===== src/fsw_cfg_pkg.sv =====
package fsw_cfg_pkg;

  ////////////////////////////////////////////////////////////////////////////
  // Register offsets
  localparam logic [11:0] OFS_STATUS = 12'h000;
  localparam logic [11:0] OFS_CAN_CFG = 12'h004;
  localparam logic [11:0] OFS_RS_CFG = 12'h008;
  localparam logic [11:0] OFS_RS_COMM = 12'h00C;
  localparam logic [11:0] OFS_DRV_STATE = 12'h010;
  localparam logic [11:0] OFS_CAN_CMD = 12'h014;

  ////////////////////////////////////////////////////////////////////////////
  // Field positions
  localparam int STAT_LOADED_POS = 0;
  localparam int STAT_CAN_VALID_POS = 1;
  localparam int STAT_RS_VALID_POS = 2;
  localparam int STAT_RSVD_ERR_POS = 3;
  localparam int STAT_OPTION_POS = 4;
  localparam int STAT_CAN_FIT_POS = 5;
  localparam int CAN_CFG_KBAUD_POS = 8;
  localparam int RS_CFG_BAUD_POS = 8;
  localparam int RS_CFG_DATA8_POS = 24;
  localparam int RS_CFG_PARITY_POS = 25;
  localparam int RS_COMM_SEL_POS = 8;
  localparam int DRV_PROC_POS = 8;

  ////////////////////////////////////////////////////////////////////////////
  // Reset and factory values
  localparam logic [31:0] RS_COMM_RESET = 32'h0000_0001;
  localparam logic [31:0] DRV_STATE_RESET = 32'h0000_0000;
  localparam logic [6:0] CAN_FACTORY_ADDR = 7'h7F;
  localparam logic [3:0] CAN_FACTORY_CODE = 4'h3;
  localparam logic [4:0] RS_FACTORY_ADDR = 5'h01;
  localparam logic [3:0] RS_FACTORY_CODE = 4'h0;

  ////////////////////////////////////////////////////////////////////////////
  // Reserved switch masks of bank one (bit n is position n+1)
  localparam logic [7:0] CAN_RSVD_MASK = 8'hF1;
  localparam logic [7:0] RS_RSVD_MASK = 8'hF7;

  ////////////////////////////////////////////////////////////////////////////
  // Rates
  localparam logic [9:0] KBAUD_50 = 10'h032;
  localparam logic [9:0] KBAUD_100 = 10'h064;
  localparam logic [9:0] KBAUD_125 = 10'h07D;
  localparam logic [9:0] KBAUD_250 = 10'h0FA;
  localparam logic [9:0] KBAUD_500 = 10'h1F4;
  localparam logic [9:0] KBAUD_800 = 10'h320;
  localparam logic [9:0] KBAUD_1000 = 10'h3E8;
  localparam logic [15:0] BAUD_9600 = 16'h2580;
  localparam logic [15:0] BAUD_19200 = 16'h4B00;
  localparam logic [15:0] BAUD_38400 = 16'h9600;

  typedef enum logic [1:0] {ST_SAMPLE, ST_DECODE, ST_RUN} boot_state_t;

endpackage


===== src/can_rate_decode.sv =====
`timescale 1ns/1ps
module can_rate_decode
  import fsw_cfg_pkg::*;
(
  // Selector
  input wire logic [3:0] code_i,
  // Result
  output logic [9:0] kbaud_o,
  output logic valid_o
);

  always_comb
  begin
    valid_o = 1'b1;
    case (code_i)
      4'h1: kbaud_o = KBAUD_50;
      4'h2: kbaud_o = KBAUD_100;
      4'h3: kbaud_o = KBAUD_125;
      4'h4: kbaud_o = KBAUD_250;
      4'h5: kbaud_o = KBAUD_500;
      4'h6: kbaud_o = KBAUD_800;
      4'h7: kbaud_o = KBAUD_1000;
      default:
      begin
        kbaud_o = 10'h000;
        valid_o = 1'b0;
      end
    endcase
  end

endmodule // can_rate_decode


===== src/fieldbus_switch_config_decoder.sv =====
// Summary of operation
// - On the CAN variant the 7-bit node address is bank one positions 2..4 over bank two 1..4.
// - On the CAN variant the rate selector codes 1..7 give 50/100/125/250/500/800/1000 kBaud.
// - The factory selector position gives a CAN rate of 125 kBaud.
// - With a CAN or Profibus option fitted, RS485 settings come from commissioning config.
// - Without such an option the RS485 address is bank one position 4 over bank two 1..4.
// - The RS485 selector gives 7E1/7N1/8E1/8N1 at 9600/19200/38400, codes 3/7/B/F unused.
// - The CAN link takes commands from the master and answers with operating and process state.
// - The RS485 link answers only at its configured node address.
//
// Chosen here: the APB interface to the registers and the register addresses.
`timescale 1ns/1ps
module fieldbus_switch_config_decoder
  import fsw_cfg_pkg::*;
(
  // Clock and reset
  input wire logic CORE_CLK_I,
  input wire logic RST_N_I,
  // APB slave
  input wire logic PSEL_I,
  input wire logic PENABLE_I,
  input wire logic PWRITE_I,
  input wire logic [11:0] PADDR_I,
  input wire logic [31:0] PWDATA_I,
  input wire logic [3:0] PSTRB_I,
  output logic [31:0] PRDATA_O,
  output logic PREADY_O,
  output logic PSLVERR_O,
  // Switches and option straps
  input wire logic [7:0] SWITCH_BANK_ONE_I,
  input wire logic [3:0] SWITCH_BANK_TWO_I,
  input wire logic [3:0] ROTARY_RATE_SELECTOR_I,
  input wire logic CAN_FITTED_I,
  input wire logic PBUS_FITTED_I,
  // CAN link side
  input wire logic CAN_CMD_VLD_I,
  input wire logic [6:0] CAN_CMD_NODE_I,
  input wire logic [31:0] CAN_CMD_DATA_I,
  output logic CAN_ACK_VLD_O,
  output logic [15:0] CAN_ACK_STATE_O,
  output logic [6:0] CAN_NODE_ADDR_O,
  output logic [9:0] CAN_KBAUD_O,
  output logic CAN_CFG_VALID_O,
  // RS485 link side
  input wire logic RS_RX_VLD_I,
  input wire logic [4:0] RS_RX_ADDR_I,
  output logic RS_ADDR_HIT_O,
  output logic [4:0] RS_NODE_ADDR_O,
  output logic [15:0] RS_BAUD_O,
  output logic RS_DATA8_O,
  output logic RS_PARITY_O,
  output logic RS_CFG_VALID_O,
  // Status
  output logic CFG_LOADED_O
);

  boot_state_t state_q;
  logic [7:0] one_q;
  logic [3:0] two_q;
  logic [3:0] sel_q;
  logic can_fit_q;
  logic option_q;
  logic rsvd_err;
  logic [31:0] rs_comm_q;
  logic [31:0] drv_state_q;
  logic [31:0] can_cmd_q;
  logic [9:0] can_kbaud;
  logic can_rate_ok;
  logic [15:0] sw_baud;
  logic sw_data8;
  logic sw_parity;
  logic sw_ok;
  logic [15:0] cm_baud;
  logic cm_data8;
  logic cm_parity;
  logic cm_ok;
  logic apb_setup;
  logic apb_wr;
  logic [31:0] rd_data;
  logic rd_hit;

  ////////////////////////////////////////////////////////////////////////////
  // Boot sequence and one-time switch capture
  always_ff @(posedge CORE_CLK_I or negedge RST_N_I)
  begin
    if (!RST_N_I)
      state_q <= ST_SAMPLE;
    else
    begin
      case (state_q)
        ST_SAMPLE: state_q <= ST_DECODE;
        ST_DECODE: state_q <= ST_RUN;
        ST_RUN: state_q <= ST_RUN;
        default: state_q <= ST_SAMPLE;
      endcase
    end
  end

  always_ff @(posedge CORE_CLK_I or negedge RST_N_I)
  begin
    if (!RST_N_I)
    begin
      one_q <= 8'h00;
      two_q <= 4'h0;
      sel_q <= 4'h0;
      can_fit_q <= 1'b0;
      option_q <= 1'b0;
    end
    else if (state_q == ST_SAMPLE)
    begin
      one_q <= SWITCH_BANK_ONE_I;
      two_q <= SWITCH_BANK_TWO_I;
      sel_q <= ROTARY_RATE_SELECTOR_I;
      can_fit_q <= CAN_FITTED_I;
      option_q <= CAN_FITTED_I | PBUS_FITTED_I;
    end
  end

  ////////////////////////////////////////////////////////////////////////////
  // Decoders
  can_rate_decode u_can_rate (
    .code_i(sel_q),
    .kbaud_o(can_kbaud),
    .valid_o(can_rate_ok)
  );

  rs485_fmt_decode u_rs_sw (
    .code_i(sel_q),
    .baud_o(sw_baud),
    .data8_o(sw_data8),
    .parity_o(sw_parity),
    .valid_o(sw_ok)
  );

  rs485_fmt_decode u_rs_comm (
    .code_i(rs_comm_q[RS_COMM_SEL_POS +: 4]),
    .baud_o(cm_baud),
    .data8_o(cm_data8),
    .parity_o(cm_parity),
    .valid_o(cm_ok)
  );

  // Reserved switch found ON
  assign rsvd_err = can_fit_q ? |(one_q & CAN_RSVD_MASK) :
    (!option_q && |(one_q & RS_RSVD_MASK));

  ////////////////////////////////////////////////////////////////////////////
  // CAN settings
  always_ff @(posedge CORE_CLK_I or negedge RST_N_I)
  begin
    if (!RST_N_I)
    begin
      CAN_NODE_ADDR_O <= CAN_FACTORY_ADDR;
      CAN_KBAUD_O <= KBAUD_125;
      CAN_CFG_VALID_O <= 1'b0;
    end
    else if (state_q == ST_DECODE)
    begin
      CAN_NODE_ADDR_O <= {one_q[1], one_q[2], one_q[3],
        two_q[0], two_q[1], two_q[2], two_q[3]};
      CAN_KBAUD_O <= can_kbaud;
      CAN_CFG_VALID_O <= can_fit_q && can_rate_ok && !rsvd_err;
    end
  end

  ////////////////////////////////////////////////////////////////////////////
  // RS485 settings
  always_ff @(posedge CORE_CLK_I or negedge RST_N_I)
  begin
    if (!RST_N_I)
    begin
      RS_NODE_ADDR_O <= RS_FACTORY_ADDR;
      RS_BAUD_O <= BAUD_9600;
      RS_DATA8_O <= 1'b0;
      RS_PARITY_O <= 1'b1;
      RS_CFG_VALID_O <= 1'b0;
    end
    else if (state_q != ST_SAMPLE && option_q)
    begin
      RS_NODE_ADDR_O <= rs_comm_q[4:0];
      RS_BAUD_O <= cm_baud;
      RS_DATA8_O <= cm_data8;
      RS_PARITY_O <= cm_parity;
      RS_CFG_VALID_O <= cm_ok;
    end
    else if (state_q == ST_DECODE)
    begin
      RS_NODE_ADDR_O <= {one_q[3], two_q[0], two_q[1], two_q[2], two_q[3]};
      RS_BAUD_O <= sw_baud;
      RS_DATA8_O <= sw_data8;
      RS_PARITY_O <= sw_parity;
      RS_CFG_VALID_O <= sw_ok && !rsvd_err;
    end
  end

  always_ff @(posedge CORE_CLK_I or negedge RST_N_I)
  begin
    if (!RST_N_I)
      CFG_LOADED_O <= 1'b0;
    else
      CFG_LOADED_O <= (state_q != ST_SAMPLE);
  end

  ////////////////////////////////////////////////////////////////////////////
  // Link slave behaviour
  always_ff @(posedge CORE_CLK_I or negedge RST_N_I)
  begin
    if (!RST_N_I)
    begin
      CAN_ACK_VLD_O <= 1'b0;
      CAN_ACK_STATE_O <= 16'h0000;
      can_cmd_q <= 32'h0000_0000;
    end
    else
    begin
      CAN_ACK_VLD_O <= 1'b0;
      if (CAN_CMD_VLD_I && CFG_LOADED_O && CAN_CFG_VALID_O &&
          CAN_CMD_NODE_I == CAN_NODE_ADDR_O)
      begin
        can_cmd_q <= CAN_CMD_DATA_I;
        CAN_ACK_VLD_O <= 1'b1;
        CAN_ACK_STATE_O <= drv_state_q[15:0];
      end
    end
  end

  always_ff @(posedge CORE_CLK_I or negedge RST_N_I)
  begin
    if (!RST_N_I)
      RS_ADDR_HIT_O <= 1'b0;
    else
      RS_ADDR_HIT_O <= RS_RX_VLD_I && CFG_LOADED_O && RS_CFG_VALID_O &&
        RS_RX_ADDR_I == RS_NODE_ADDR_O;
  end

  ////////////////////////////////////////////////////////////////////////////
  // APB slave
  assign apb_setup = PSEL_I && !PENABLE_I;
  assign apb_wr = PSEL_I && PENABLE_I && PREADY_O && PWRITE_I;

  always_comb
  begin
    rd_data = 32'h0000_0000;
    rd_hit = 1'b1;
    case (PADDR_I)
      OFS_STATUS:
      begin
        rd_data[STAT_LOADED_POS] = CFG_LOADED_O;
        rd_data[STAT_CAN_VALID_POS] = CAN_CFG_VALID_O;
        rd_data[STAT_RS_VALID_POS] = RS_CFG_VALID_O;
        rd_data[STAT_RSVD_ERR_POS] = rsvd_err;
        rd_data[STAT_OPTION_POS] = option_q;
        rd_data[STAT_CAN_FIT_POS] = can_fit_q;
      end
      OFS_CAN_CFG:
      begin
        rd_data[6:0] = CAN_NODE_ADDR_O;
        rd_data[CAN_CFG_KBAUD_POS +: 10] = CAN_KBAUD_O;
      end
      OFS_RS_CFG:
      begin
        rd_data[4:0] = RS_NODE_ADDR_O;
        rd_data[RS_CFG_BAUD_POS +: 16] = RS_BAUD_O;
        rd_data[RS_CFG_DATA8_POS] = RS_DATA8_O;
        rd_data[RS_CFG_PARITY_POS] = RS_PARITY_O;
      end
      OFS_RS_COMM: rd_data = rs_comm_q;
      OFS_DRV_STATE: rd_data = drv_state_q;
      OFS_CAN_CMD: rd_data = can_cmd_q;
      default: rd_hit = 1'b0;
    endcase
  end

  always_ff @(posedge CORE_CLK_I or negedge RST_N_I)
  begin
    if (!RST_N_I)
    begin
      PREADY_O <= 1'b0;
      PRDATA_O <= 32'h0000_0000;
      PSLVERR_O <= 1'b0;
    end
    else
    begin
      PREADY_O <= apb_setup;
      PRDATA_O <= (apb_setup && !PWRITE_I) ? rd_data : 32'h0000_0000;
      PSLVERR_O <= apb_setup && !rd_hit;
    end
  end

  // Writable registers, byte lanes honoured
  always_ff @(posedge CORE_CLK_I or negedge RST_N_I)
  begin
    if (!RST_N_I)
    begin
      rs_comm_q <= RS_COMM_RESET;
      drv_state_q <= DRV_STATE_RESET;
    end
    else if (apb_wr)
    begin
      for (int b = 0; b < 4; b++)
      begin
        if (PSTRB_I[b] && PADDR_I == OFS_RS_COMM)
          rs_comm_q[b*8 +: 8] <= PWDATA_I[b*8 +: 8];
        if (PSTRB_I[b] && PADDR_I == OFS_DRV_STATE)
          drv_state_q[b*8 +: 8] <= PWDATA_I[b*8 +: 8];
      end
    end
  end
endmodule // fieldbus_switch_config_decoder


===== src/rs485_fmt_decode.sv =====
`timescale 1ns/1ps
module rs485_fmt_decode
  import fsw_cfg_pkg::*;
(
  // Selector
  input wire logic [3:0] code_i,
  // Result
  output logic [15:0] baud_o,
  output logic data8_o,
  output logic parity_o,
  output logic valid_o
);

  // Upper bits pick the format, lower two the rate
  always_comb
  begin
    data8_o = code_i[3];
    parity_o = ~code_i[2];
    valid_o = 1'b1;
    case (code_i[1:0])
      2'b00: baud_o = BAUD_9600;
      2'b01: baud_o = BAUD_19200;
      2'b10: baud_o = BAUD_38400;
      default:
      begin
        baud_o = 16'h0000;
        valid_o = 1'b0;
      end
    endcase
  end

endmodule // rs485_fmt_decode


===== config.mk =====
export PLATFORM = sky130hd
export DESIGN_NAME = fieldbus_switch_config_decoder
export DESIGN_NICKNAME = d
export VERILOG_FILES = /design/src/fsw_cfg_pkg.sv /design/src/can_rate_decode.sv /design/src/fieldbus_switch_config_decoder.sv /design/src/rs485_fmt_decode.sv
export SDC_FILE = /design/constraint.sdc
export NUM_CORES = 1
export LEC_CHECK = 0
export ABC_AREA = 1
export BUFFER_PORTS_ARGS = -buffer_cell sky130_fd_sc_hd__buf_2
export CORE_AREA = 2 2 139 141
export DETAILED_ROUTE_END_ITERATION = 8
export DIE_AREA = 0 0 141 143
export GPL_TIMING_DRIVEN = 0
export PLACE_DENSITY_LB_ADDON = 0.08
export SLEW_MARGIN = 20
export SYNTH_ARGS = -nofsm -noshare
export SYNTH_HDL_FRONTEND = slang
export SYNTH_HIERARCHICAL = 1
export SYNTH_SLANG_ARGS = --single-unit

===== constraint.sdc =====
create_clock -name CORE_CLK_I -period 2.2 [get_ports CORE_CLK_I]
set_input_delay 0.11 -clock CORE_CLK_I [delete_from_list [all_inputs] [get_ports CORE_CLK_I]]
set_output_delay 0.11 -clock CORE_CLK_I [all_outputs]
set_load 0.02 [all_outputs]

==> reports/metrics.json, run 1 <==
{
  "synth_top_area_share": {"value": 47.5, "unit": "%"},
  "final.period_utilization": {"value": 91.4, "unit": "%"},
  "hpwlAfterDp": {"value": 20.9, "unit": "mm"},
  "report.power.total": {"value": 8.53, "unit": "mW"},
  "timing.final.max_slew_violations": {"value": 0},
  "timing.critical_path.cells": {"value": "inv_1 > or2_2 > nand3_1 > nor2_1 > nand2_1 > inv_2 > buf_2 > buf_4 > nand2_1 > nand2_1"},
  "core.rowCount": {"value": 50},
  "vdd_ir_drop_max": {"value": 568, "unit": "uV"},
  "setup.worst_path.start_class": {"value": "flip-flop"},
  "die_h": {"value": 143, "unit": "um"},
  "cts_tree": {"value": "done"},
  "grt_setup_unrepaired": {"value": "no"},
  "synthArstFlopShare": {"value": 100, "unit": "%"},
  "cts_post_setup_buffers_inserted": {"value": 0},
  "syn-cell-area": {"value": 10100, "unit": "sq um"},
  "floorplan.initialDensity": {"value": 54.2, "unit": "%"},
  "seq_area_frac_synth": {"value": 52.7, "unit": "%"},
  "max_freq": {"value": 497, "unit": "MHz"},
  "placement.cell_area": {"value": 11500, "unit": "sq um"},
  "routed_wirelength": {"value": 29.7, "unit": "mm"},
  "routabilityCongestion": {"value": 0.896},
  "post_synth.cell_area_avg": {"value": 8.54, "unit": "sq um"},
  "post-place-cells": {"value": 1636},
  "netlist_instances": {"value": 1178},
  "avgViaCountPerCell": {"value": 5.10},
  "die_width": {"value": 141, "unit": "um"},
  "drcViolationCount": {"value": 0},
  "io-pin-count": {"value": 212},
  "overall_via_count_from_detail_route": {"value": 9008},
  "path_class": {"value": "flip-flop to flip-flop"},
  "critical_path_arrival": {"value": 2.40, "unit": "ns"},
  "hold_path_class": {"value": "input port to flip-flop"},
  "grt_first_pass_wirelength": {"value": 47.4, "unit": "mm"},
  "clock_tree.buffer_depth": {"value": 3},
  "globalRouteOverflowTotal": {"value": 0},
  "flow.area_growth_from_synthesis": {"value": 30.4, "unit": "%"},
  "grt_start_max_net_pins": {"value": 85},
  "setup_tns": {"value": 0, "unit": "ns"},
  "stdcell_count": {"value": 1767},
  "count_of_input_and_output_buffers": {"value": 210},
  "fillers": {"value": 1467},
  "coreArea": {"value": 18600, "unit": "sq um"},
  "post_synth_edffs": {"value": 0},
  "hold_violations": {"value": 0},
  "setup.worst_path.end_class": {"value": "flip-flop"},
  "yosys.area.top_type": {"value": "sky130_fd_sc_hd__dfrtp_1"},
  "worst_pin_slew": {"value": 0.626, "unit": "ns"},
  "detail_route.iter0.violations": {"value": 541},
  "finalInstanceArea": {"value": 13100, "unit": "sq um"},
  "cts-buffers-inserted": {"value": 23},
  "synth.most_common_cell": {"value": "sky130_fd_sc_hd__nand2_1"},
  "layout.nets": {"value": 1646},
  "worst_setup_hold_path_clk_slew": {"value": 0.06, "unit": "ns"},
  "outcome": {"value": "finished clean"},
  "grt_antenna_before_repair": {"value": 2},
  "timing.max_cap.violations": {"value": 0},
  "cts_num_sinks": {"value": 211},
  "routed_wire_length_per_instance": {"value": 16.8, "unit": "um"},
  "post_synth_most_frequent_cells": {"value": "sky130_fd_sc_hd__nand2_1 (372), sky130_fd_sc_hd__dfrtp_1 (191), sky130_fd_sc_hd__inv_1 (115)"},
  "track_usage": {"value": 30.2, "unit": "%"},
  "drt_pre_antenna_iters": {"value": 5},
  "power.density_cell_area": {"value": 650, "unit": "nW/um^2"},
  "synth_top_cells_by_area": {"value": "sky130_fd_sc_hd__dfrtp_1 (47%), sky130_fd_sc_hd__nand2_1 (14%), sky130_fd_sc_hd__dfstp_2 (5.2%), sky130_fd_sc_hd__inv_1 (4.3%), sky130_fd_sc_hd__nor2_1 (3.8%)"},
  "number_of_global_route_vias_before_repair": {"value": 8984},
  "drt_antenna_net_count": {"value": 0},
  "synthDistinctLibCells": {"value": 40},
  "dieArea": {"value": 20200, "unit": "sq um"},
  "yosysWarnings": {"value": 6},
  "crit_slowest_cell": {"value": "sky130_fd_sc_hd__dfstp_2"},
  "dominantRegCellSynth": {"value": "sky130_fd_sc_hd__dfrtp_1"},
  "skew": {"value": 0.0120, "unit": "ns"},
  "timing.critical_path.mode_cell": {"value": "sky130_fd_sc_hd__nand2_1"},
  "clock_tree.root_cell": {"value": "sky130_fd_sc_hd__clkbuf_16"},
  "finalSetupViolations": {"value": 0},
  "hold_ws": {"value": 0.0515, "unit": "ns"},
  "relSlewSlack": {"value": 58.2, "unit": "%"},
  "final_layout_size_suffix_gt1_share": {"value": 24.4, "unit": "%"},
  "clock_tree.htree_level_count": {"value": 1},
  "crit_path_max_incr_delay": {"value": 0.56, "unit": "ns"},
  "period_minus_slack": {"value": 2.01, "unit": "ns"},
  "p_leak": {"value": 7.36, "unit": "nW"},
  "critPathMaxFanout": {"value": 10},
  "clk-insertion-delay-late": {"value": 0.50, "unit": "ns"},
  "data_required_time_at_the_worst_endpoint": {"value": 2.59, "unit": "ns"},
  "yosys_register_bits": {"value": 211}
}
per-stage QoR:
stage | util, % | setup WS (ns)
after floorplan | - | 0.493
after global placement | 61.6 | -2.60
after global routing | 70.6 | 0.0115
after CTS | 70.6 | 0.0954
final | 70.6 | 0.188
after detailed placement | 62.0 | 0.0998
cell type report:
class / count / area (sq um) / area share, %
sequential: 211 / 5310 / 40.4
multi-input combinational: 785 / 3850 / 29.4
timing repair buffer: 300 / 2000 / 15.2
tap: 234 / 293 / 2.23
inverter: 126 / 477 / 3.63
clock buffer: 37 / 668 / 5.09
buffer: 68 / 478 / 3.64
antenna: 2 / 5.00 / 0.0381
clock inverter: 4 / 45.0 / 0.343
metal layers:
layer | track usage (%) | part of all wire, % | vias to the layer above
li1 | - | - | 4348
met1 | 42.4 | 44 | 4290
met2 | 49.9 | 47 | 327
met3 | 4.63 | 6.4 | 43
met4 | 7.53 | 2.1 | 0
met5 | 0 | 0 | -
worst paths after layout:
| check | from | cells past startpoint | slack [ns] | endpoint |
|---|---|---|---|---|
| setup / recovery | CAN_NODE_ADDR_O[5]$_DFFE_PN1N_ | 10 | 0.19 | can_cmd_q[13]$_DFFE_PN0P_ |
| hold / removal | PWRITE_I | 4 | 0.05 | PRDATA_O[2]$_DFF_PN0_ |
| setup reg to reg | CAN_NODE_ADDR_O[5]$_DFFE_PN1N_ | 10 | 0.19 | can_cmd_q[13]$_DFFE_PN0P_ |
| hold reg to reg | drv_state_q[25]$_DFFE_PN0P_ | 2 | 0.47 | drv_state_q[25]$_DFFE_PN0P_ |
| max in group asynchronous | RST_N_I | 4 | 0.93 | CAN_KBAUD_O[3]$_DFFE_PN1N_ |
| min in group asynchronous | RST_N_I | 2 | 0.10 | CAN_ACK_STATE_O[2]$_DFFE_PN0P_ |
kinds of logic after synthesis:
logic type      Yosys count  synth area share [%]
mux                      37                  3.80
simple gates            584                  24.9
xor+xnor                  5                 0.435
fa+ha+maj                14                  1.74
compound gates          131                  6.88
flops                   211                  52.7
other cells               2                0.0746
buf+inv                 194                  9.45
cells in the final DEF (no fill, tap or decap), types with 3 or more instances in the layout:
cell                              n
sky130_fd_sc_hd__buf_4           29
sky130_fd_sc_hd__inv_2            9
sky130_fd_sc_hd__nand2_2          9
sky130_fd_sc_hd__o21ai_1         10
sky130_fd_sc_hd__o21ai_0         71
sky130_fd_sc_hd__dfstp_2         20
sky130_fd_sc_hd__buf_8            3
sky130_fd_sc_hd__conb_1          14
sky130_fd_sc_hd__dlygate4sd3_1   88
sky130_fd_sc_hd__a31oi_1          7
sky130_fd_sc_hd__ha_1            14
sky130_fd_sc_hd__buf_2          219
sky130_fd_sc_hd__inv_1          115
sky130_fd_sc_hd__nand2_1        372
sky130_fd_sc_hd__mux2i_1         27
sky130_fd_sc_hd__clkbuf_1        24
sky130_fd_sc_hd__clkinv_2         4
sky130_fd_sc_hd__dfrtp_1        191
sky130_fd_sc_hd__clkbuf_16       23
sky130_fd_sc_hd__nand4_1          9
sky130_fd_sc_hd__clkbuf_2         3
sky130_fd_sc_hd__a21oi_1         23
sky130_fd_sc_hd__o22ai_1         19
sky130_fd_sc_hd__clkbuf_8         4
sky130_fd_sc_hd__nand3_1         64
sky130_fd_sc_hd__mux2_2          10
sky130_fd_sc_hd__nor2_1         101
sky130_fd_sc_hd__nand3_4          5
sky130_fd_sc_hd__or2_2            6
sky130_fd_sc_hd__nor2_2           6
sky130_fd_sc_hd__buf_6           10
sky130_fd_sc_hd__xnor2_1          3
flip-flops by register name (all words and copies together), names as in the netlist, 7 cells and up:
name	flops
can_cmd_q	32
CAN_NODE_ADDR_O	7
RS_BAUD_O	16
drv_state_q	32
rs_comm_q	32
one_q	8
PRDATA_O	32
CAN_KBAUD_O	10
CAN_ACK_STATE_O	16
power breakdown:
group	total (mW)	switching, mW	internal (mW)	leakage [nW]
Sequential	4.05	0.0741	3.98	2.73
Clock	3.72	1.54	2.19	0.350
Combinational	0.757	0.422	0.335	4.28
worst max-delay path: cells and delay by family, from the launching register on:
| family | cells | cell delay, ns |
|---|---|---|
| buf+inv | 4 | 0.52 |
| flops | 1 | 0.56 |
| simple gates | 6 | 0.82 |
what timing repair did:
item                       4_1_cts  5_1_grt
resized for setup                0        7
setup endpoints to repair        0       36
hold endpoints to repair       241        0
hold buffers                    88        0
Note: power is estimated with default switching activity, not from simulation.
==> run 2, diff against run 1 <==
==> constraint.sdc (replaced) <==
create_clock -name CORE_CLK_I -period 2.2 [get_ports CORE_CLK_I]
set_input_delay 0.44 -clock CORE_CLK_I [delete_from_list [all_inputs] [get_ports CORE_CLK_I]]
set_output_delay 0.44 -clock CORE_CLK_I [all_outputs]
set_load 0.02 [all_outputs]
==> reports/metrics.json, run 2 (synthesis gave the netlist of run 1 again) <==
{
  "track_usage": {"value": 28.7, "unit": "%"},
  "p_switching": {"value": 2.00, "unit": "mW"},
  "switching_share": {"value": 23.8, "unit": "%"},
  "grt.met3_usage": {"value": 4.56, "unit": "%"},
  "power_report.internal_total": {"value": 6.40, "unit": "mW"},
  "period_minus_slack": {"value": 2.01, "unit": "ns"},
  "vdd_ir_drop_max": {"value": 535, "unit": "uV"},
  "timing.rr.start": {"value": "CAN_NODE_ADDR_O[5]$_DFFE_PN1N_"},
  "critical_path_arrival": {"value": 2.41, "unit": "ns"},
  "grt_first_pass_wirelength": {"value": 45.0, "unit": "mm"},
  "drt_pre_antenna_iters": {"value": 5},
  "clock_tree.buffer_depth": {"value": 3},
  "grt_setup_unrepaired": {"value": "no"},
  "coreArea": {"value": 18600, "unit": "sq um"},
  "detail_route.iter0.violations": {"value": 609},
  "holdCritStartpoint": {"value": "CAN_CMD_DATA_I[22]"},
  "setup.worst_path.start_class": {"value": "flip-flop"},
  "drt_antenna_net_count": {"value": 0},
  "globalRouteMet2Util": {"value": 46.0, "unit": "%"},
  "power.density_cell_area": {"value": 685, "unit": "nW/um^2"},
  "max_freq": {"value": 497, "unit": "MHz"},
  "hold_ws": {"value": 0.125, "unit": "ns"},
  "routed_wire_length_per_instance": {"value": 16.8, "unit": "um"},
  "mostFrequentLayoutCells": {"value": "sky130_fd_sc_hd__nand2_1 (372), sky130_fd_sc_hd__buf_2 (219), sky130_fd_sc_hd__dfrtp_1 (191)"},
  "die_width": {"value": 141, "unit": "um"},
  "data_required_time_at_the_worst_endpoint": {"value": 2.59, "unit": "ns"},
  "die_h": {"value": 143, "unit": "um"},
  "skew": {"value": 0.0186, "unit": "ns"},
  "finalInstanceArea": {"value": 12300, "unit": "sq um"},
  "worst_pin_slew": {"value": 0.607, "unit": "ns"},
  "hold_violations": {"value": 0},
  "avgViaCountPerCell": {"value": 5.11},
  "setup.worst_path.start": {"value": "CAN_NODE_ADDR_O[5]$_DFFE_PN1N_"},
  "outcome": {"value": "finished clean"},
  "p_leak": {"value": 6.99, "unit": "nW"},
  "clock_tree.htree_level_count": {"value": 1},
  "sequential_group_share_of_total_power": {"value": 48.2, "unit": "%"},
  "routabilityCongestion": {"value": 0.896},
  "flow.area_growth_from_synthesis": {"value": 21.8, "unit": "%"},
  "overall_via_count_from_detail_route": {"value": 8598},
  "clk-insertion-delay-late": {"value": 0.51, "unit": "ns"},
  "timing.final.max_slew_violations": {"value": 0},
  "reg2reg_setup_slack": {"value": 0.19, "unit": "ns"},
  "critPathMaxFanout": {"value": 10},
  "cts_post_setup_buffers_inserted": {"value": 0},
  "cts_tree": {"value": "done"},
  "clock_tree.root_cell": {"value": "sky130_fd_sc_hd__clkbuf_16"},
  "drcViolationCount": {"value": 0},
  "finalSetupViolations": {"value": 0},
  "cp_capture_point": {"value": "can_cmd_q[30]$_DFFE_PN0P_"},
  "timing.max_cap.violations": {"value": 0},
  "hold_path_class": {"value": "input port to flip-flop"},
  "layout.nets": {"value": 1559},
  "setup.worst_path.end_class": {"value": "flip-flop"},
  "ff2ff_path_depth": {"value": 10},
  "floorplan.initialDensity": {"value": 54.2, "unit": "%"},
  "count_of_input_and_output_buffers": {"value": 210},
  "routed_wirelength": {"value": 28.2, "unit": "mm"},
  "met1_global_route_usage": {"value": 41.4, "unit": "%"},
  "relSlewSlack": {"value": 59.5, "unit": "%"},
  "dieArea": {"value": 20200, "unit": "sq um"},
  "cts-buffers-inserted": {"value": 23},
  "worst_setup_hold_path_clk_slew": {"value": 0.06, "unit": "ns"},
  "grt_start_max_net_pins": {"value": 85},
  "final.period_utilization": {"value": 91.5, "unit": "%"},
  "grt_antenna_before_repair": {"value": 5},
  "final_layout_size_suffix_gt1_share": {"value": 25.8, "unit": "%"},
  "cts_num_sinks": {"value": 211},
  "number_of_global_route_vias_before_repair": {"value": 8354},
  "placement.cell_area": {"value": 11500, "unit": "sq um"},
  "mostFrequentLayoutCell": {"value": "sky130_fd_sc_hd__nand2_1"},
  "path_class": {"value": "flip-flop to flip-flop"},
  "globalRoute.busiestLayer": {"value": "met2"},
  "power_frac_comb": {"value": 7.5, "unit": "%"},
  "end_of_the_worst_register_to_register_path": {"value": "can_cmd_q[30]$_DFFE_PN0P_"},
  "core.rowCount": {"value": 50},
  "final_core_util": {"value": 66.0, "unit": "%"},
  "io-pin-count": {"value": 212},
  "hpwlAfterDp": {"value": 20.9, "unit": "mm"},
  "globalRouteOverflowTotal": {"value": 0},
  "clkPwrFrac": {"value": 44.3, "unit": "%"}
}
-- run 2: cell count changes in the layout (fill, tap and decap cells not counted), sizes merged --
| cell | change |
|---|---|
| diode | +2 |
| dlygate4sd3 | -87 |
-- run 2: worst min-delay path by stage --
| stage | end | slack, ns | depth (start not counted) |
|---|---|---|---|
| 2_1_floorplan | CAN_ACK_STATE_O[0]$_DFFE_PN0P_ | 0.14 | 0 |
| 3_3_place_gp | drv_state_q[28]$_DFFE_PN0P_ | 0.45 | 2 |
| 3_5_place_dp | CAN_ACK_STATE_O[2]$_DFFE_PN0P_ | 0.36 | 1 |
| 4_1_cts | can_cmd_q[6]$_DFFE_PN0P_ | 0.11 | 3 |
| 5_1_grt | can_cmd_q[25]$_DFFE_PN0P_ | 0.13 | 3 |
| 6_report | can_cmd_q[22]$_DFFE_PN0P_ | 0.13 | 3 |
-- run 2: repair_timing --
item / 4_1_cts / 5_1_grt
hold endpoints to repair: 49 / 0
endpoints found under the setup margin: 0 / 28
gates resized for setup: 0 / 6
hold buffers: 1 / 0
-- run 2: critical path, stage by stage, from the launching register on --
cell and delay (ns):
sky130_fd_sc_hd__dfstp_2 0.56, sky130_fd_sc_hd__inv_1 0.06, sky130_fd_sc_hd__or2_2 0.27, sky130_fd_sc_hd__nand3_1 0.08, sky130_fd_sc_hd__nor2_1 0.05, sky130_fd_sc_hd__nand2_1 0.27, sky130_fd_sc_hd__inv_2 0.05, sky130_fd_sc_hd__buf_2 0.20
sky130_fd_sc_hd__buf_4 0.21, sky130_fd_sc_hd__nand2_1 0.08, sky130_fd_sc_hd__nand2_1 0.06
-- run 2: power by group through the flow --
stage | sequential, mW | clock (mW) | combinational [mW]
after detailed placement | 4.12 | 0 | 0.628
after global routing | 4.06 | 3.90 | 0.703
final | 4.05 | 3.72 | 0.630
after global placement | 4.12 | 0 | 0.604
after floorplan | 4.17 | 0 | 0.224
after CTS | 4.05 | 3.76 | 0.634
-- run 2: per-layer routing --
layer	routed length, um	share of wire (%)	vias to the layer above
met5	0	0	-
met1	12700	45	4090
met2	13000	46	298
met4	568	2.0	0
li1	-	-	4176
met3	1910	6.8	34
-- run 2: layout make-up --
type                       instances  area [sq um]
antenna                            4          10.0
tap                              234           293
inverter                         126           477
timing repair buffer             213          1130
fill                            1589          6330
buffer                            68           478
clock buffer                      37           668
clock inverter                     4          45.0
sequential                       211          5310
multi-input combinational        785          3850
-- run 2: through the flow --
step / TNS [ns] / power [mW] / worst slack, ns / std cells
floorplan: 0 / 4.39 / 0.493 / 1190
CTS: 0 / 8.44 / 0.0954 / 1678
global placement: -587.94 / 4.72 / -2.93 / 1634
global route: 0 / 8.66 / 0.0126 / 1681
detailed placement: 0 / 4.74 / 0.0998 / 1636
finish: 0 / 8.40 / 0.188 / 1682
==> run 3, diff against run 2 <==
--- a/config.mk
+++ b/config.mk
@@ -7,9 +7,10 @@
 export LEC_CHECK = 0
 export ABC_AREA = 1
 export BUFFER_PORTS_ARGS = -buffer_cell sky130_fd_sc_hd__buf_2
-export CORE_AREA = 2 2 139 141
+export CORE_AREA = 2 2 136 138
+export CTS_BUF_LIST = sky130_fd_sc_hd__clkbuf_4 sky130_fd_sc_hd__clkbuf_8
 export DETAILED_ROUTE_END_ITERATION = 8
-export DIE_AREA = 0 0 141 143
+export DIE_AREA = 0 0 138 140
 export GPL_TIMING_DRIVEN = 0
 export PLACE_DENSITY_LB_ADDON = 0.08
 export SLEW_MARGIN = 20
==> reports/metrics.json, run 3 (synthesis gave the netlist of run 1 again) <==
{
  "crit_slowest_cell": {"value": "sky130_fd_sc_hd__dfstp_2"},
  "worst_pin_slew": {"value": 0.624, "unit": "ns"},
  "globalRouteOverflowTotal": {"value": 0},
  "grt_start_max_net_pins": {"value": 94},
  "drt_pre_antenna_iters": {"value": 5},
  "setup.worst_path.end_class": {"value": "flip-flop"},
  "final_core_util": {"value": 69.4, "unit": "%"},
  "hold_violations": {"value": 0},
  "switching_share": {"value": 24.1, "unit": "%"},
  "detail_route.iter0.violations": {"value": 582},
  "critPathMaxFanout": {"value": 10},
  "cts_num_sinks": {"value": 211},
  "track_usage": {"value": 29.3, "unit": "%"},
  "final.period_utilization": {"value": 92.7, "unit": "%"},
  "drcViolationCount": {"value": 0},
  "met2_wirelength": {"value": 12.6, "unit": "mm"},
  "layout.nets": {"value": 1573},
  "skew": {"value": 0.0156, "unit": "ns"},
  "clkPwrFrac": {"value": 45.0, "unit": "%"},
  "sequential_cell_area": {"value": 5310, "unit": "sq um"},
  "p_leak": {"value": 7.06, "unit": "nW"},
  "mostFrequentLayoutCells": {"value": "sky130_fd_sc_hd__nand2_1 (371), sky130_fd_sc_hd__buf_2 (218), sky130_fd_sc_hd__dfrtp_1 (191)"},
  "period_minus_slack": {"value": 2.04, "unit": "ns"},
  "coreArea": {"value": 17800, "unit": "sq um"},
  "sequential_group_share_of_total_power": {"value": 47.6, "unit": "%"},
  "timing.max_cap.violations": {"value": 0},
  "data_required_time_at_the_worst_endpoint": {"value": 2.66, "unit": "ns"},
  "timing.critical_path.cells": {"value": "inv_1 > or2_2 > nand3_1 > nor3_1 > nand2_2 > clkbuf_1 > nand2_1 > nand2_1"},
  "timing.critical_path.mode_cell": {"value": "sky130_fd_sc_hd__nand2_1"},
  "power_frac_comb": {"value": 7.4, "unit": "%"},
  "crit_path_max_incr_delay": {"value": 0.56, "unit": "ns"},
  "clock_tree.root_cell": {"value": "sky130_fd_sc_hd__clkbuf_8"},
  "cts-buffers-inserted": {"value": 37},
  "grt_setup_unrepaired": {"value": "no"},
  "met3_wirelength": {"value": 2.21, "unit": "mm"},
  "grt_first_pass_wirelength": {"value": 44.7, "unit": "mm"},
  "routed_wire_length_per_instance": {"value": 16.5, "unit": "um"},
  "wl_met1": {"value": 12.5, "unit": "mm"},
  "setup.worst_path.start_class": {"value": "flip-flop"},
  "overall_via_count_from_detail_route": {"value": 8744},
  "vdd_ir_drop_max": {"value": 536, "unit": "uV"},
  "finalSetupViolations": {"value": 0},
  "clk-insertion-delay-late": {"value": 0.53, "unit": "ns"},
  "flow.area_growth_from_synthesis": {"value": 22.6, "unit": "%"},
  "number_of_global_route_vias_before_repair": {"value": 8517},
  "final_layout_size_suffix_gt1_share": {"value": 27.5, "unit": "%"},
  "hold_path_class": {"value": "input port to flip-flop"},
  "path_class": {"value": "flip-flop to flip-flop"},
  "routed_wirelength": {"value": 28.1, "unit": "mm"},
  "power_report.internal_total": {"value": 6.46, "unit": "mW"},
  "multiInputGateArea": {"value": 3850, "unit": "sq um"},
  "clock_tree.buffer_depth": {"value": 3},
  "drt_antenna_net_count": {"value": 0},
  "die_h": {"value": 140, "unit": "um"},
  "mostFrequentLayoutCell": {"value": "sky130_fd_sc_hd__nand2_1"},
  "io-pin-count": {"value": 212},
  "critical_path_arrival": {"value": 2.50, "unit": "ns"},
  "hpwlAfterDp": {"value": 20.7, "unit": "mm"},
  "grt_antenna_before_repair": {"value": 4},
  "routabilityCongestion": {"value": 0.902},
  "fillers": {"value": 1500},
  "top_signal_layer_used": {"value": "met5"},
  "clock_tree.htree_level_count": {"value": 2},
  "power.density_cell_area": {"value": 691, "unit": "nW/um^2"},
  "floorplan.initialDensity": {"value": 56.6, "unit": "%"},
  "core.rowCount": {"value": 49},
  "outcome": {"value": "finished clean"},
  "relSlewSlack": {"value": 58.3, "unit": "%"},
  "p_switching": {"value": 2.06, "unit": "mW"},
  "count_of_input_and_output_buffers": {"value": 210},
  "avgViaCountPerCell": {"value": 5.15},
  "hold_ws": {"value": 0.102, "unit": "ns"},
  "die_width": {"value": 138, "unit": "um"},
  "cts_tree": {"value": "done"},
  "dieArea": {"value": 19300, "unit": "sq um"},
  "max_freq": {"value": 490, "unit": "MHz"},
  "worst_setup_hold_path_clk_slew": {"value": 0.06, "unit": "ns"},
  "timing.final.max_slew_violations": {"value": 0},
  "cts_post_setup_buffers_inserted": {"value": 0}
}
## run 3: repair_timing
item,in CTS,in global routing
gates resized for setup,0,4
endpoints found under the hold margin,46,0
hold buffers,1,0
endpoints found under the setup margin,0,49
## run 3: path summary, 6_finish.rpt
kind,startpoint,slack (ns),to,depth (start not counted)
min in group asynchronous,RST_N_I,0.42,CAN_ACK_STATE_O[2]$_DFFE_PN0P_,2
max,CAN_NODE_ADDR_O[3]$_DFFE_PN1N_,0.16,can_cmd_q[30]$_DFFE_PN0P_,8
min reg2reg,drv_state_q[27]$_DFFE_PN0P_,0.47,drv_state_q[27]$_DFFE_PN0P_,2
max reg2reg,CAN_NODE_ADDR_O[3]$_DFFE_PN1N_,0.16,can_cmd_q[30]$_DFFE_PN0P_,8
max in group asynchronous,RST_N_I,0.93,RS_BAUD_O[8]$_DFFE_PN1P_,3
min,CAN_CMD_DATA_I[19],0.10,can_cmd_q[19]$_DFFE_PN0P_,3
## run 3: worst max-delay path: cells and delay by family, from the launching register on
kind | cells | cell delay (ns)
and+or+nand+nor | 6 | 0.83
buffers and inverters | 2 | 0.58
DFF | 1 | 0.56
## run 3: power groups by stage
stage	Clock [mW]	Combinational (mW)	Sequential (mW)
after floorplan	0	0.224	4.17
after global placement	0	0.605	4.12
after detailed placement	0	0.628	4.12
after CTS	3.89	0.632	4.05
after global routing	4.07	0.700	4.06
final	3.84	0.630	4.06
## run 3: cell type report
| cell class | count | area share [%] |
|---|---|---|
| multi-input cells | 785 | 31.2 |
| well taps | 229 | 2.32 |
| inverters | 126 | 3.86 |
| clock inverters | 2 | 0.101 |
| plain buffers | 68 | 3.87 |
| flip-flops and latches | 211 | 43.0 |
| repair buffers | 213 | 9.13 |
| clock buffers | 62 | 6.41 |
| diodes | 3 | 0.0608 |
## run 3: per-layer routing
layer  vias to the layer above  track usage, %
met4                         2            10.4
met5                         -               0
met1                      4137            42.1
met2                       340            44.5
met3                        55            6.36
li1                       4210               -
## run 3: stage by stage
stage,cell area (sq um),total power [mW],worst slack (ns),instances,TNS (ns)
5_1_grt,12300,8.83,0.0249,1699,0
2_1_floorplan,10100,4.39,0.493,1190,0
3_3_place_gp,11400,4.72,-2.91,1629,-583.55
4_1_cts,12300,8.57,0.0683,1696,0
3_5_place_dp,11500,4.75,0.0810,1631,0
6_report,12300,8.52,0.160,1699,0
